===== src/hw/cmm_defines.svh =====
// Purpose: Constants for CPU mode and memory access control
// Assumes: 24-bit byte address space, one flat map
// Notes:   Bounds are lower inclusive, upper exclusive
`ifndef CMM_DEFINES_SVH
`define CMM_DEFINES_SVH

`define CMM_AW            24
// ROM: application low, test ROM in the top 128 kB
`define CMM_ROM_APP_LO    24'h000000
`define CMM_ROM_APP_HI_S  24'h04B000
`define CMM_ROM_APP_HI_L  24'h060000
`define CMM_ROM_TST_LO    24'h060000
`define CMM_ROM_TST_HI    24'h080000
// EEPROM: 512 B manufacturer, 768 B firmware, rest application
`define CMM_EE_MAN_LO     24'h080000
`define CMM_EE_FW_LO      24'h080200
`define CMM_EE_APP_LO     24'h080500
`define CMM_EE_HI         24'h094000
// RAM: 512 B firmware, 5.0 kB general, 2.625 kB coprocessor
`define CMM_RAM_FW_LO     24'h0A0000
`define CMM_RAM_GP_LO     24'h0A0200
`define CMM_RAM_CP_LO     24'h0A1600
`define CMM_RAM_HI        24'h0A2080
// Vector tables, one word per entry
`define CMM_EXC_VEC_BASE  24'h000000
`define CMM_SYSTEM_CALL_VECTOR_BASE     24'h000100
`define CMM_FIRMWARE_CALL_VECTOR_BASE     24'h060000
// Reset values
`define CMM_MMU_BASE_RST  24'h000000
`define CMM_MMU_LIM_RST   24'h000000

`endif


===== src/hw/cmm_pkg.sv =====
// Purpose: Types and helper functions for the mode/access block
// Assumes: cmm_defines.svh supplies the address width
// Notes:   Mode and region codes are fixed binary
`include "cmm_defines.svh"

package cmm_pkg;

  typedef enum logic [2:0] {
    CMM_BOOT = 3'h0,
    CMM_TEST = 3'h1,
    CMM_FW   = 3'h2,
    CMM_SYS  = 3'h3,
    CMM_USR  = 3'h4
  } cmm_mode_t;

  typedef enum logic [3:0] {
    CMM_RG_APP_ROM = 4'h0,
    CMM_RG_TST_ROM = 4'h1,
    CMM_RG_EE_MAN  = 4'h2,
    CMM_RG_EE_FW   = 4'h3,
    CMM_RG_EE_APP  = 4'h4,
    CMM_RG_RAM_FW  = 4'h5,
    CMM_RG_RAM_GP  = 4'h6,
    CMM_RG_RAM_CP  = 4'h7,
    CMM_RG_NONE    = 4'h8
  } cmm_region_t;

  typedef struct packed {
    logic               valid;
    logic               write;
    logic [`CMM_AW-1:0] addr;
  } cmm_req_t;

  typedef struct packed {
    logic               grant;
    logic               fault;
    logic               write;
    logic [`CMM_AW-1:0] addr;
  } cmm_rsp_t;

  typedef struct packed {
    logic               valid;
    logic               wr_ok;
    logic [`CMM_AW-1:0] base;
    logic [`CMM_AW-1:0] limit;
  } cmm_mmu_cfg_t;

  typedef struct packed {
    logic       boot_done;
    logic       exc_valid;
    logic [4:0] exc_idx;
    logic       fcall_valid;
    logic [2:0] fcall_idx;
    logic       scall_valid;
    logic [4:0] scall_idx;
    logic       drop;
  } cmm_evt_t;

  typedef struct packed {
    logic               valid;
    logic [`CMM_AW-1:0] addr;
  } cmm_redir_t;

  function automatic logic in_win(input logic [`CMM_AW-1:0] a,
                                  input logic [`CMM_AW-1:0] lo,
                                  input logic [`CMM_AW-1:0] hi);
    in_win = (a >= lo) && (a < hi);
  endfunction : in_win

  function automatic logic [`CMM_AW-1:0] vec_addr(input logic [`CMM_AW-1:0] base,
                                                  input logic [4:0]         idx);
    vec_addr = base + {17'h00000, idx, 2'h0};
  endfunction : vec_addr

endpackage : cmm_pkg


===== src/hw/cmm_region_dec.sv =====
// Purpose: Maps a byte address to its memory partition
// Assumes: Purely combinational, used by the CPU path
// Notes:   Gap between 300 kB and 384 kB is unmapped when small
`timescale 1ns/1ns
`include "cmm_defines.svh"

module cmm_region_dec (
  // Address in
  input  wire logic [`CMM_AW-1:0] addr,
  input  wire logic               rom_large,
  // Partition out
  output cmm_pkg::cmm_region_t    region
);

  logic [`CMM_AW-1:0] app_hi;

  always_comb begin
    app_hi = rom_large ? `CMM_ROM_APP_HI_L : `CMM_ROM_APP_HI_S;
    if (cmm_pkg::in_win(addr, `CMM_ROM_APP_LO, app_hi)) begin
      region = cmm_pkg::CMM_RG_APP_ROM;
    end else if (cmm_pkg::in_win(addr, `CMM_ROM_TST_LO, `CMM_ROM_TST_HI)) begin
      region = cmm_pkg::CMM_RG_TST_ROM;
    end else if (cmm_pkg::in_win(addr, `CMM_EE_MAN_LO, `CMM_EE_FW_LO)) begin
      region = cmm_pkg::CMM_RG_EE_MAN;
    end else if (cmm_pkg::in_win(addr, `CMM_EE_FW_LO, `CMM_EE_APP_LO)) begin
      region = cmm_pkg::CMM_RG_EE_FW;
    end else if (cmm_pkg::in_win(addr, `CMM_EE_APP_LO, `CMM_EE_HI)) begin
      region = cmm_pkg::CMM_RG_EE_APP;
    end else if (cmm_pkg::in_win(addr, `CMM_RAM_FW_LO, `CMM_RAM_GP_LO)) begin
      region = cmm_pkg::CMM_RG_RAM_FW;
    end else if (cmm_pkg::in_win(addr, `CMM_RAM_GP_LO, `CMM_RAM_CP_LO)) begin
      region = cmm_pkg::CMM_RG_RAM_GP;
    end else if (cmm_pkg::in_win(addr, `CMM_RAM_CP_LO, `CMM_RAM_HI)) begin
      region = cmm_pkg::CMM_RG_RAM_CP;
    end else begin
      region = cmm_pkg::CMM_RG_NONE;
    end
  end

endmodule : cmm_region_dec


===== src/hw/cmm_top.sv =====
// Purpose: CPU mode tracking and per-mode memory access control
// Assumes: Inputs synchronous to mclk, answers one cycle later
// Notes:   Answers are registered one cycle after the request
// Behaviour
// - Track boot, test, firmware, system, user
// - Super system is always one of three sub-modes
// - Super sub-modes closed to customer software
// - Start-up ends in test before disable
// - Start-up ends in system after disable
// - Exceptions and interrupts jump to ROM vectors
// - Eight firmware call vectors enter firmware
// - Thirty-two system call vectors enter system
// - System mode reaches all application resources
// - User limited to rights system granted
// - Test mode accesses are unrestricted
// - Boot/firmware confined to dedicated partitions
// - Application memories for system and user
// - User rights configurable only in system
// - ROM: 300/384 kB application, 128 kB test
// - EEPROM reserves 512 B and 768 B
// - RAM reserves 512 B for firmware
// - Application RAM: general plus coprocessor part
// - Coprocessor reaches shared RAM only, no rights checks
`timescale 1ns/1ns
`include "cmm_defines.svh"

module cmm_top (
  // Clock and reset
  input  wire logic                mclk,
  input  wire logic                rst_n,
  // Configuration levels
  input  wire logic                test_off,
  input  wire logic                rom_large,
  // Mode change events
  input  cmm_pkg::cmm_evt_t        evt,
  // User rights setup
  input  cmm_pkg::cmm_mmu_cfg_t    mmu_cfg,
  // CPU access
  input  cmm_pkg::cmm_req_t        acc_req,
  output cmm_pkg::cmm_rsp_t        acc_rsp,
  // Coprocessor access
  input  cmm_pkg::cmm_req_t        cp_req,
  output cmm_pkg::cmm_rsp_t        cp_rsp,
  // Mode and program flow
  output cmm_pkg::cmm_mode_t       mode,
  output logic                     super_sys,
  output cmm_pkg::cmm_redir_t      redir
);

  cmm_pkg::cmm_mode_t   mode_reg,      mode_next;
  logic                 super_reg,     super_next;
  cmm_pkg::cmm_redir_t  redir_reg,     redir_next;
  logic                 test_off_reg;
  cmm_pkg::cmm_mmu_cfg_t mmu_reg,      mmu_next;
  cmm_pkg::cmm_rsp_t    acc_reg,       acc_next;
  cmm_pkg::cmm_rsp_t    cp_reg,        cp_next;
  cmm_pkg::cmm_region_t region;
  logic                 acc_ok;
  logic                 usr_ok;
  logic                 cp_in;

  cmm_region_dec u_dec (
    .addr      (acc_req.addr),
    .rom_large (rom_large),
    .region    (region)
  );

  // Strap followed from reset release; reset value keeps test closed
  always_ff @(posedge mclk or negedge rst_n) begin
    if (!rst_n) begin
      test_off_reg <= 1'b1;
    end else begin
      test_off_reg <= test_off;
    end
  end

  // Mode sequencing, highest priority first
  always_comb begin
    mode_next  = mode_reg;
    redir_next = '0;
    if (evt.boot_done && mode_reg == cmm_pkg::CMM_BOOT) begin
      mode_next = test_off_reg ? cmm_pkg::CMM_SYS : cmm_pkg::CMM_TEST;
    // fixed ROM vector, never a call vector
    end else if (evt.exc_valid) begin
      redir_next.valid = 1'b1;
      redir_next.addr  = cmm_pkg::vec_addr(`CMM_EXC_VEC_BASE, evt.exc_idx);
      if (mode_reg == cmm_pkg::CMM_USR) begin
        mode_next = cmm_pkg::CMM_SYS;
      end
    // firmware entry only from embedded modes
    end else if (evt.fcall_valid &&
                 (mode_reg == cmm_pkg::CMM_SYS || mode_reg == cmm_pkg::CMM_USR)) begin
      mode_next        = cmm_pkg::CMM_FW;
      redir_next.valid = 1'b1;
      redir_next.addr  = cmm_pkg::vec_addr(`CMM_FIRMWARE_CALL_VECTOR_BASE, {2'h0, evt.fcall_idx});
    end else if (evt.scall_valid &&
                 (mode_reg == cmm_pkg::CMM_SYS || mode_reg == cmm_pkg::CMM_USR ||
                  mode_reg == cmm_pkg::CMM_FW)) begin
      mode_next        = cmm_pkg::CMM_SYS;
      redir_next.valid = 1'b1;
      redir_next.addr  = cmm_pkg::vec_addr(`CMM_SYSTEM_CALL_VECTOR_BASE, evt.scall_idx);
    end else if (evt.drop) begin
      unique case (mode_reg)
        cmm_pkg::CMM_FW:   mode_next = cmm_pkg::CMM_SYS;
        cmm_pkg::CMM_SYS:  mode_next = cmm_pkg::CMM_USR;
        cmm_pkg::CMM_BOOT,
        cmm_pkg::CMM_TEST,
        cmm_pkg::CMM_USR:  mode_next = mode_reg;
        // Corrupted code falls back to the most closed mode
        default:           mode_next = cmm_pkg::CMM_BOOT;
      endcase
    end
    if (mode_next > cmm_pkg::CMM_USR) begin
      mode_next = cmm_pkg::CMM_BOOT;
    end
    super_next = (mode_next == cmm_pkg::CMM_BOOT) || (mode_next == cmm_pkg::CMM_TEST) ||
                 (mode_next == cmm_pkg::CMM_FW);
  end

  always_ff @(posedge mclk or negedge rst_n) begin
    if (!rst_n) begin
      mode_reg  <= cmm_pkg::CMM_BOOT;
      super_reg <= 1'b1;
      redir_reg <= '0;
    end else begin
      mode_reg  <= mode_next;
      super_reg <= super_next;
      redir_reg <= redir_next;
    end
  end

  always_comb begin
    mmu_next       = mmu_reg;
    mmu_next.valid = 1'b0;
    if (mmu_cfg.valid && mode_reg == cmm_pkg::CMM_SYS) begin
      mmu_next       = mmu_cfg;
      mmu_next.valid = 1'b0;
    end
  end

  always_ff @(posedge mclk or negedge rst_n) begin
    if (!rst_n) begin
      mmu_reg.valid <= 1'b0;
      mmu_reg.wr_ok <= 1'b0;
      mmu_reg.base  <= `CMM_MMU_BASE_RST;
      mmu_reg.limit <= `CMM_MMU_LIM_RST;
    end else begin
      mmu_reg <= mmu_next;
    end
  end

  // Access rights per mode
  always_comb begin
    usr_ok = cmm_pkg::in_win(acc_req.addr, mmu_reg.base, mmu_reg.limit) &&
             (mmu_reg.wr_ok || !acc_req.write);
    acc_ok = 1'b0;
    unique case (mode_reg)
      cmm_pkg::CMM_TEST: acc_ok = (region != cmm_pkg::CMM_RG_NONE);
      cmm_pkg::CMM_BOOT,
      cmm_pkg::CMM_FW:   acc_ok = (region == cmm_pkg::CMM_RG_TST_ROM) ||
                                  (region == cmm_pkg::CMM_RG_EE_MAN)  ||
                                  (region == cmm_pkg::CMM_RG_EE_FW)   ||
                                  (region == cmm_pkg::CMM_RG_RAM_FW);
      cmm_pkg::CMM_SYS:  acc_ok = (region == cmm_pkg::CMM_RG_APP_ROM) ||
                                  (region == cmm_pkg::CMM_RG_EE_APP)  ||
                                  (region == cmm_pkg::CMM_RG_RAM_GP)  ||
                                  (region == cmm_pkg::CMM_RG_RAM_CP);
      cmm_pkg::CMM_USR:  acc_ok = usr_ok && ((region == cmm_pkg::CMM_RG_APP_ROM) ||
                                  (region == cmm_pkg::CMM_RG_EE_APP)  ||
                                  (region == cmm_pkg::CMM_RG_RAM_GP)  ||
                                  (region == cmm_pkg::CMM_RG_RAM_CP));
      default:           acc_ok = 1'b0;
    endcase
    acc_next.grant = acc_req.valid && acc_ok;
    acc_next.fault = acc_req.valid && !acc_ok;
    acc_next.write = acc_req.valid && acc_ok && acc_req.write;
    acc_next.addr  = acc_ok ? acc_req.addr : '0;
    // shared RAM only, no rights check
    cp_in          = cmm_pkg::in_win(cp_req.addr, `CMM_RAM_CP_LO, `CMM_RAM_HI);
    cp_next.grant  = cp_req.valid && cp_in;
    cp_next.fault  = cp_req.valid && !cp_in;
    cp_next.write  = cp_req.valid && cp_in && cp_req.write;
    cp_next.addr   = cp_in ? cp_req.addr : '0;
  end

  always_ff @(posedge mclk or negedge rst_n) begin
    if (!rst_n) begin
      acc_reg <= '0;
      cp_reg  <= '0;
    end else begin
      acc_reg <= acc_next;
      cp_reg  <= cp_next;
    end
  end

  assign mode      = mode_reg;
  assign super_sys = super_reg;
  assign redir     = redir_reg;
  assign acc_rsp   = acc_reg;
  assign cp_rsp    = cp_reg;

  logic boot_exit;
  logic exc_win;
  assign boot_exit = evt.boot_done && mode_reg == cmm_pkg::CMM_BOOT;
  assign exc_win   = evt.exc_valid && !boot_exit;
endmodule : cmm_top

===== config.mk =====
export PLATFORM = sky130hd
export DESIGN_NAME = cmm_top
export DESIGN_NICKNAME = d
export VERILOG_FILES = /design/src/hw/cmm_pkg.sv /design/src/hw/cmm_region_dec.sv /design/src/hw/cmm_top.sv
export VERILOG_INCLUDE_DIRS = /design/src /design/src/hw
export SDC_FILE = /design/constraint.sdc
export NUM_CORES = 1
export LEC_CHECK = 0
export BUFFER_PORTS_ARGS = -buffer_cell sky130_fd_sc_hd__buf_2
export CELL_PAD_IN_SITES_DETAIL_PLACEMENT = 2
export CELL_PAD_IN_SITES_GLOBAL_PLACEMENT = 2
export CORE_UTILIZATION = 31
export CTS_BUF_LIST = sky130_fd_sc_hd__clkbuf_4 sky130_fd_sc_hd__clkbuf_8 sky130_fd_sc_hd__clkbuf_16
export DETAILED_ROUTE_END_ITERATION = 7
export GPL_TIMING_DRIVEN = 1
export PLACE_DENSITY = 0.88
export SYNTH_ARGS = -nofsm -noshare
export SYNTH_HDL_FRONTEND = slang
export SYNTH_HIERARCHICAL = 1
export SYNTH_SLANG_ARGS = --single-unit

===== constraint.sdc =====
create_clock -name mclk -period 2.8 [get_ports mclk]
set_input_delay 0.56 -clock mclk [delete_from_list [all_inputs] [get_ports mclk]]
set_output_delay 0.56 -clock mclk [all_outputs]
set_load 0.02 [all_outputs]

==> impl_metrics.tcl, run 1 <==
set metrics [dict create \
    grt_max_degree 61 \
    drv_cap 0 \
    reg2reg_to "acc_rsp[25]$_DFF_PN0_" \
    synthArstFlopShare_pct 100 \
    max-slew-margin-rel_pct 53.6 \
    start_util_pct 32.1 \
    slew_viol_final 0 \
    ctsHtreeMaxLevel 4 \
    die_area_mm2 0.0202 \
    yosysWarningCount 6 \
    required_ns 3.11 \
    synthCells 537 \
    ys_ff_latch 116 \
    viasPerCell 4.83 \
    clk_path_buf_depth 2 \
    pwr-share-seq_pct 33.6 \
    power.leakage_nw 4.24 \
    synth-seq-area-share_pct 47.7 \
    fin_crit_sh_pct 103 \
    setup_slack_ns -0.0876 \
    antenna_found_initial 6 \
    hold_path.class "input port to async pin" \
    p_per_area_mw_per_mm2 854 \
    synth_xor_xnor_area_share_pct 0 \
    fin_cells 1061 \
    detail_route.first_pass.iterations 4 \
    synth_cell_type_count 60 \
    timing.rr.start "mmu_reg[6]$_DFFE_PN0P_" \
    top_layer "met5" \
    synth_flop_cell "dfrtp_1" \
    final_util_pct 44.0 \
    antenna_left 0 \
    outcome "finished, violations left" \
    finalSetupViolCount 26 \
    synth_edf_count 0 \
    nNetsFinal 960 \
    areaGrowthSynthToFinish_pct 37.1 \
    core_mm2 0.0190 \
    vias 5123 \
    switching_share_pct 35.7 \
    r2r_slack_ns 0.36 \
    io_buffers 190 \
    synth_compound_area_share_pct 10.2 \
    cp_data_arrival_time_ns 3.20 \
    post_drt_wl_per_cell_um 19.4 \
    drt-initial-drc-count 145 \
    cts-hold-fix-buffers 0 \
    reg2reg_depth 9 \
    cts_buffers 17 \
    io_pins 207 \
    fill_cells 2025 \
    ir_drop_mv 0.479 \
    p_int_w 0.00458 \
    cp_max_fo 4 \
    final.setup.tns_ns -1.26 \
    first_global_vias 5771 \
    critical_path_class "input port to register" \
    met1_length_um 7850 \
    power_switching_w 0.00255 \
    syn_area_mm2 0.00609 \
    muxShareOfSynthArea_pct 9.06 \
    wl_met3_um 1360 \
    synth_top_family_by_area "simple AND/OR/NAND/NOR gates" \
    dpl_cell_area_mm2 0.00759 \
    worstSkewPairLatency_ns 0.43 \
    design_area_mm2 0.00834 \
    grt_setup_unrepaired "true" \
    cts.sinks 116 \
    cts_root_buffer "clkbuf_16" \
    gp_congestion 0.749 \
    violations "setup timing" \
    tightestPinTransition_ns 0.690 \
    overflow 0 \
    cts_tree "done" \
    end_kind "register" \
    dieHeight_um 142 \
    dpl.hpwl_um 15400 \
    hold-worst-slack_ns 0.0728 \
    synthAdderAreaFrac_pct 10.3 \
    num_rows 50 \
    drive_gt1_share_pct 46.6 \
    die_w_um 142 \
    max_freq_ghz 0.346 \
    period_minus_slack_ns 2.89 \
    p_comb_share_pct 37.1 \
    grt_pass1_wl_um 31500 \
    finalHoldViolations 0 \
    synth-simple-area-share_pct 15.9 \
    dp_cells 1020 \
    grtUsageTotal_pct 21.0 \
    wl_met2_um 10800 \
    drc_errors 0 \
    skew_ns 0.0120 \
    syn_avg_cell_area_um2 11.3 \
    p_clk_share_pct 29.2 \
    largest_reg_flops 49 \
    routed_wl_um 20600 \
    critPathLaunchType "input port" \
    path_clk_slew_ns 0.06 \
]
## through the flow
stage	total power (W)	setup WS, ns
after CTS	0.00710	0.00974
final	0.00713	-0.0876
after detailed placement	0.00487	-0.743
after global placement	0.00466	-0.513
after global routing	0.00760	-0.183
after floorplan	0.00406	0.0515
## synthesized netlist by cell type (3+ instances only)
library cell | instances | share of area [%]
a21oi_1 | 26 | 2.1
a221oi_1 | 4 | 0.58
a31oi_1 | 3 | 0.31
and2_1 | 17 | 1.7
and3_1 | 3 | 0.31
buf_4 | 19 | 2.3
clkbuf_1 | 10 | 0.62
dfrtp_1 | 114 | 47
ha_1 | 50 | 10
inv_1 | 54 | 3.3
mux2_2 | 49 | 9.1
nand2_1 | 22 | 1.4
nand2b_1 | 4 | 0.41
nand3_1 | 6 | 0.49
nand4_1 | 6 | 0.62
nor2_1 | 17 | 1.0
nor2b_1 | 9 | 0.92
nor3_1 | 10 | 0.82
nor3b_1 | 9 | 1.1
nor3b_2 | 18 | 3.7
nor4_1 | 5 | 0.51
nor4b_1 | 3 | 0.43
o211ai_1 | 3 | 0.37
o21a_1 | 7 | 0.86
o21ai_0 | 18 | 1.5
o221ai_1 | 3 | 0.43
o31ai_1 | 3 | 0.37
## kinds of logic after synthesis
family	count (synthesis)
compound gates	88
fa+ha+maj	50
buf+inv	87
flops	116
mux	49
other cells	1
simple gates	146
## power by group through the flow
stage / sequential [W] / clock (W) / combinational, W
detailed placement: 0.00242 / 0 / 0.00245
global route: 0.00246 / 0.00221 / 0.00293
CTS: 0.00240 / 0.00216 / 0.00254
global placement: 0.00238 / 0 / 0.00228
finish: 0.00240 / 0.00208 / 0.00265
floorplan: 0.00238 / 0 / 0.00167
## placed cells by master, fill, tap and decap left out, types with 9 or more instances in the layout
cell type,count
and2_1,17
dfrtp_1,114
buf_2,189
a21oi_1,26
nand2_1,21
conb_1,24
nor3_1,9
o21ai_0,15
clkbuf_16,17
nor3b_2,23
buf_4,45
inv_1,54
mux2_2,49
nor2b_1,9
ha_1,50
nor2_1,16
## routing by layer
metal	global-route usage, %	vias up
li1	-	2344
met1	22.5	2540
met2	38.1	186
met3	6.36	45
met4	8.72	8
met5	0	-
## cell type report
| class | instances | area, um^2 | area share, % |
|---|---|---|---|
| Sequential cell | 116 | 2910 | 34.8 |
| Tap cell | 260 | 325 | 3.90 |
| Antenna cell | 2 | 5.00 | 0.0600 |
| Clock inverter | 11 | 105 | 1.26 |
| Timing Repair Buffer | 239 | 1380 | 16.5 |
| Inverter | 54 | 203 | 2.43 |
| Clock buffer | 21 | 462 | 5.53 |
| Multi-Input combinational cell | 358 | 2960 | 35.5 |
## critical path, cell delays in order
cell and delay, ns:
buf_2 0.13, nor4_2 0.50, nand4_1 0.22, nand2b_1 0.24
and4b_1 0.22, o21bai_2 0.23, a2111oi_2 0.34, and3_1 0.29
o22ai_4 0.12, buf_4 0.18, o21a_1 0.17
## worst max-delay path by stage
| stage | start | end | slack [ns] | depth (start not counted) |
|---|---|---|---|---|
| 6_report | acc_req[21] | acc_rsp[25]$_DFF_PN0_ | -0.09 | 11 |
| 5_1_grt | acc_req[21] | acc_rsp[25]$_DFF_PN0_ | -0.18 | 12 |
| 4_1_cts | acc_req[10] | acc_rsp[10]$_DFF_PN0_ | 0.01 | 13 |
| 3_5_place_dp | acc_req[20] | acc_rsp[21]$_DFF_PN0_ | -0.74 | 12 |
| 3_3_place_gp | acc_req[20] | acc_rsp[25]$_DFF_PN0_ | -0.51 | 12 |
| 2_1_floorplan | acc_req[10] | acc_rsp[10]$_DFF_PN0_ | 0.05 | 11 |
## repair_timing
item                       CTS  global route
pin swaps                    2             8
gates resized for setup      5            19
buffers inserted             1             5
setup endpoints to repair   27            27
cloned                       1             0
Note: power is estimated with default switching activity, not from simulation.
==> inputs of run 2 (changes only) <==
- CORE_ASPECT_RATIO: unset -> 2
- SKIP_CTS_REPAIR_TIMING: unset -> 1
- SLEW_MARGIN: unset -> 20
==> run 2 against run 1 <==
Compared with the run above:
- the run still ends with setup timing left
- sequential cell count is the same
- largest cell class unchanged
- fmax grew 1.1%
- hold slack gained 0.059 ns
- global-route usage grew 1.3 points
- largest power group unchanged
==> impl_metrics.tcl, run 2 (synthesis results as in run 1) <==
set metrics [dict create \
    outcome "finished, violations left" \
    violations "setup timing" \
    die_w_um 101 \
    p_comb_share_pct 36.7 \
    final_common_cell "buf_2" \
    gp_congestion 0.825 \
    antenna_found_initial 2 \
    critPathLaunchType "input port" \
    startpoint "acc_req[21]" \
    clk_path_buf_depth 2 \
    io_buffers 190 \
    finalHoldViolations 0 \
    cts_tree "done" \
    path_clk_slew_ns 0.07 \
    hold_path.class "input port to async pin" \
    period_minus_slack_ns 2.85 \
    timing.rr.start "mmu_reg[46]$_DFFE_PN0P_" \
    areaGrowthSynthToFinish_pct 36.9 \
    cts.sinks 116 \
    max_freq_ghz 0.350 \
    final_cell_mix "189 x buf_2, 114 x dfrtp_1, 54 x inv_1" \
    viasPerCell 4.91 \
    p_per_area_mw_per_mm2 894 \
    num_rows 72 \
    slew_viol_final 0 \
    cts_root_buffer "clkbuf_16" \
    power.leakage_nw 4.25 \
    cp_max_fo 16 \
    p_clk_share_pct 30.7 \
    grt_max_degree 46 \
    detail_route.first_pass.iterations 4 \
    fill_cells 2122 \
    fin_cells 1057 \
    grtUsageTotal_pct 22.2 \
    multi_input_area_mm2 0.00293 \
    fin_crit_sh_pct 102 \
    design_area_mm2 0.00833 \
    pwr-share-seq_pct 32.6 \
    dpl_cell_area_mm2 0.00759 \
    worstSkewPairLatency_ns 0.43 \
    cp_data_arrival_time_ns 3.18 \
    cts_buffers 17 \
    switching_share_pct 36.9 \
    post_drt_wl_per_cell_um 20.9 \
    end_kind "register" \
    tightestPinTransition_ns 0.619 \
    antenna_left 0 \
    vias 5195 \
    grt_pass1_wl_um 33300 \
    routed_wl_um 22100 \
    ir_drop_mv 0.428 \
    drc_errors 0 \
    die_area_mm2 0.0202 \
    io_pins 207 \
    dpl.hpwl_um 16500 \
    drt-initial-drc-count 99 \
    reg2reg_depth 9 \
    drv_cap 0 \
    setup_slack_ns -0.0548 \
    p_int_w 0.00470 \
    start_util_pct 31.6 \
    largest_reg_flops 49 \
    first_global_vias 6068 \
    dieHeight_um 200 \
    critical_path_class "input port to register" \
    final.setup.tns_ns -0.765 \
    skew_ns 0.0120 \
    dpl_worst_slack_ns -0.652 \
    dp_cells 1018 \
    required_ns 3.13 \
    overflow 0 \
    regArea_mm2 0.00291 \
    finalPower_w 0.00745 \
    core_mm2 0.0193 \
    max-slew-margin-rel_pct 58.7 \
    power_switching_w 0.00274 \
    drive_gt1_share_pct 45.7 \
    ctsHtreeMaxLevel 4 \
    finalSetupViolCount 22 \
    nNetsFinal 957 \
]
==> run 2: area by class of cell <==
cell class / instances / share of cell area, %
tap: 259 / 3.89
sequential: 116 / 34.9
multi-input combinational: 358 / 35.2
inverter: 54 / 2.43
antenna: 2 / 0.0601
timing repair buffer: 236 / 16.2
clock buffer: 19 / 5.36
clock inverter: 13 / 1.97
==> run 2: critical path: stages <==
cell and delay, ns:
buf_2 0.14, nor4_2 0.32, buf_4 0.18, and2_1 0.15, nand3_1 0.10, o21ai_0 0.27, and2_1 0.22, o21bai_2 0.12
a2111oi_2 0.37, and3_1 0.26, o22ai_4 0.10, buf_12 0.18, nor3b_1 0.21
==> run 2: metrics by stage <==
| step | hold WS (ns) | utilization (%) |
|---|---|---|
| 6_report | 0.132 | 43.2 |
| 5_1_grt | 0.174 | 43.2 |
| 4_1_cts | 0.151 | 42.5 |
| 3_5_place_dp | 0.497 | 39.3 |
| 3_3_place_gp | 0.488 | 39.3 |
| 2_1_floorplan | 0.264 | - |
==> run 2: power groups by stage <==
stage                     Clock, W  Combinational (W)  Sequential (W)
after floorplan                  0            0.00167         0.00238
after global placement           0            0.00230         0.00240
after detailed placement         0            0.00251         0.00243
after CTS                  0.00233            0.00260         0.00243
after global routing       0.00238            0.00299         0.00249
final                      0.00229            0.00273         0.00242
==> run 2: worst paths after layout <==
| kind | end | slack [ns] |
|---|---|---|
| min in group mclk | test_off_reg$_DFF_PN1_ | 0.23 |
| worst min-delay path | acc_rsp[20]$_DFF_PN0_ | 0.13 |
| worst max-delay path | acc_rsp[4]$_DFF_PN0_ | -0.05 |
| max in group asynchronous | acc_rsp[24]$_DFF_PN0_ | 1.83 |
| worst max register to register | acc_rsp[4]$_DFF_PN0_ | 0.07 |
| worst min register to register | mmu_reg[21]$_DFFE_PN0P_ | 0.51 |
==> run 2: layer usage <==
| metal | vias to the layer above | part of all wire [%] | global-route usage, % |
|---|---|---|---|
| met4 | 0 | 4.0 | 10.2 |
| met2 | 192 | 59 | 44.6 |
| li1 | 2343 | - | - |
| met1 | 2613 | 31 | 19.4 |
| met3 | 47 | 5.1 | 5.76 |
| met5 | - | 0 | 0 |
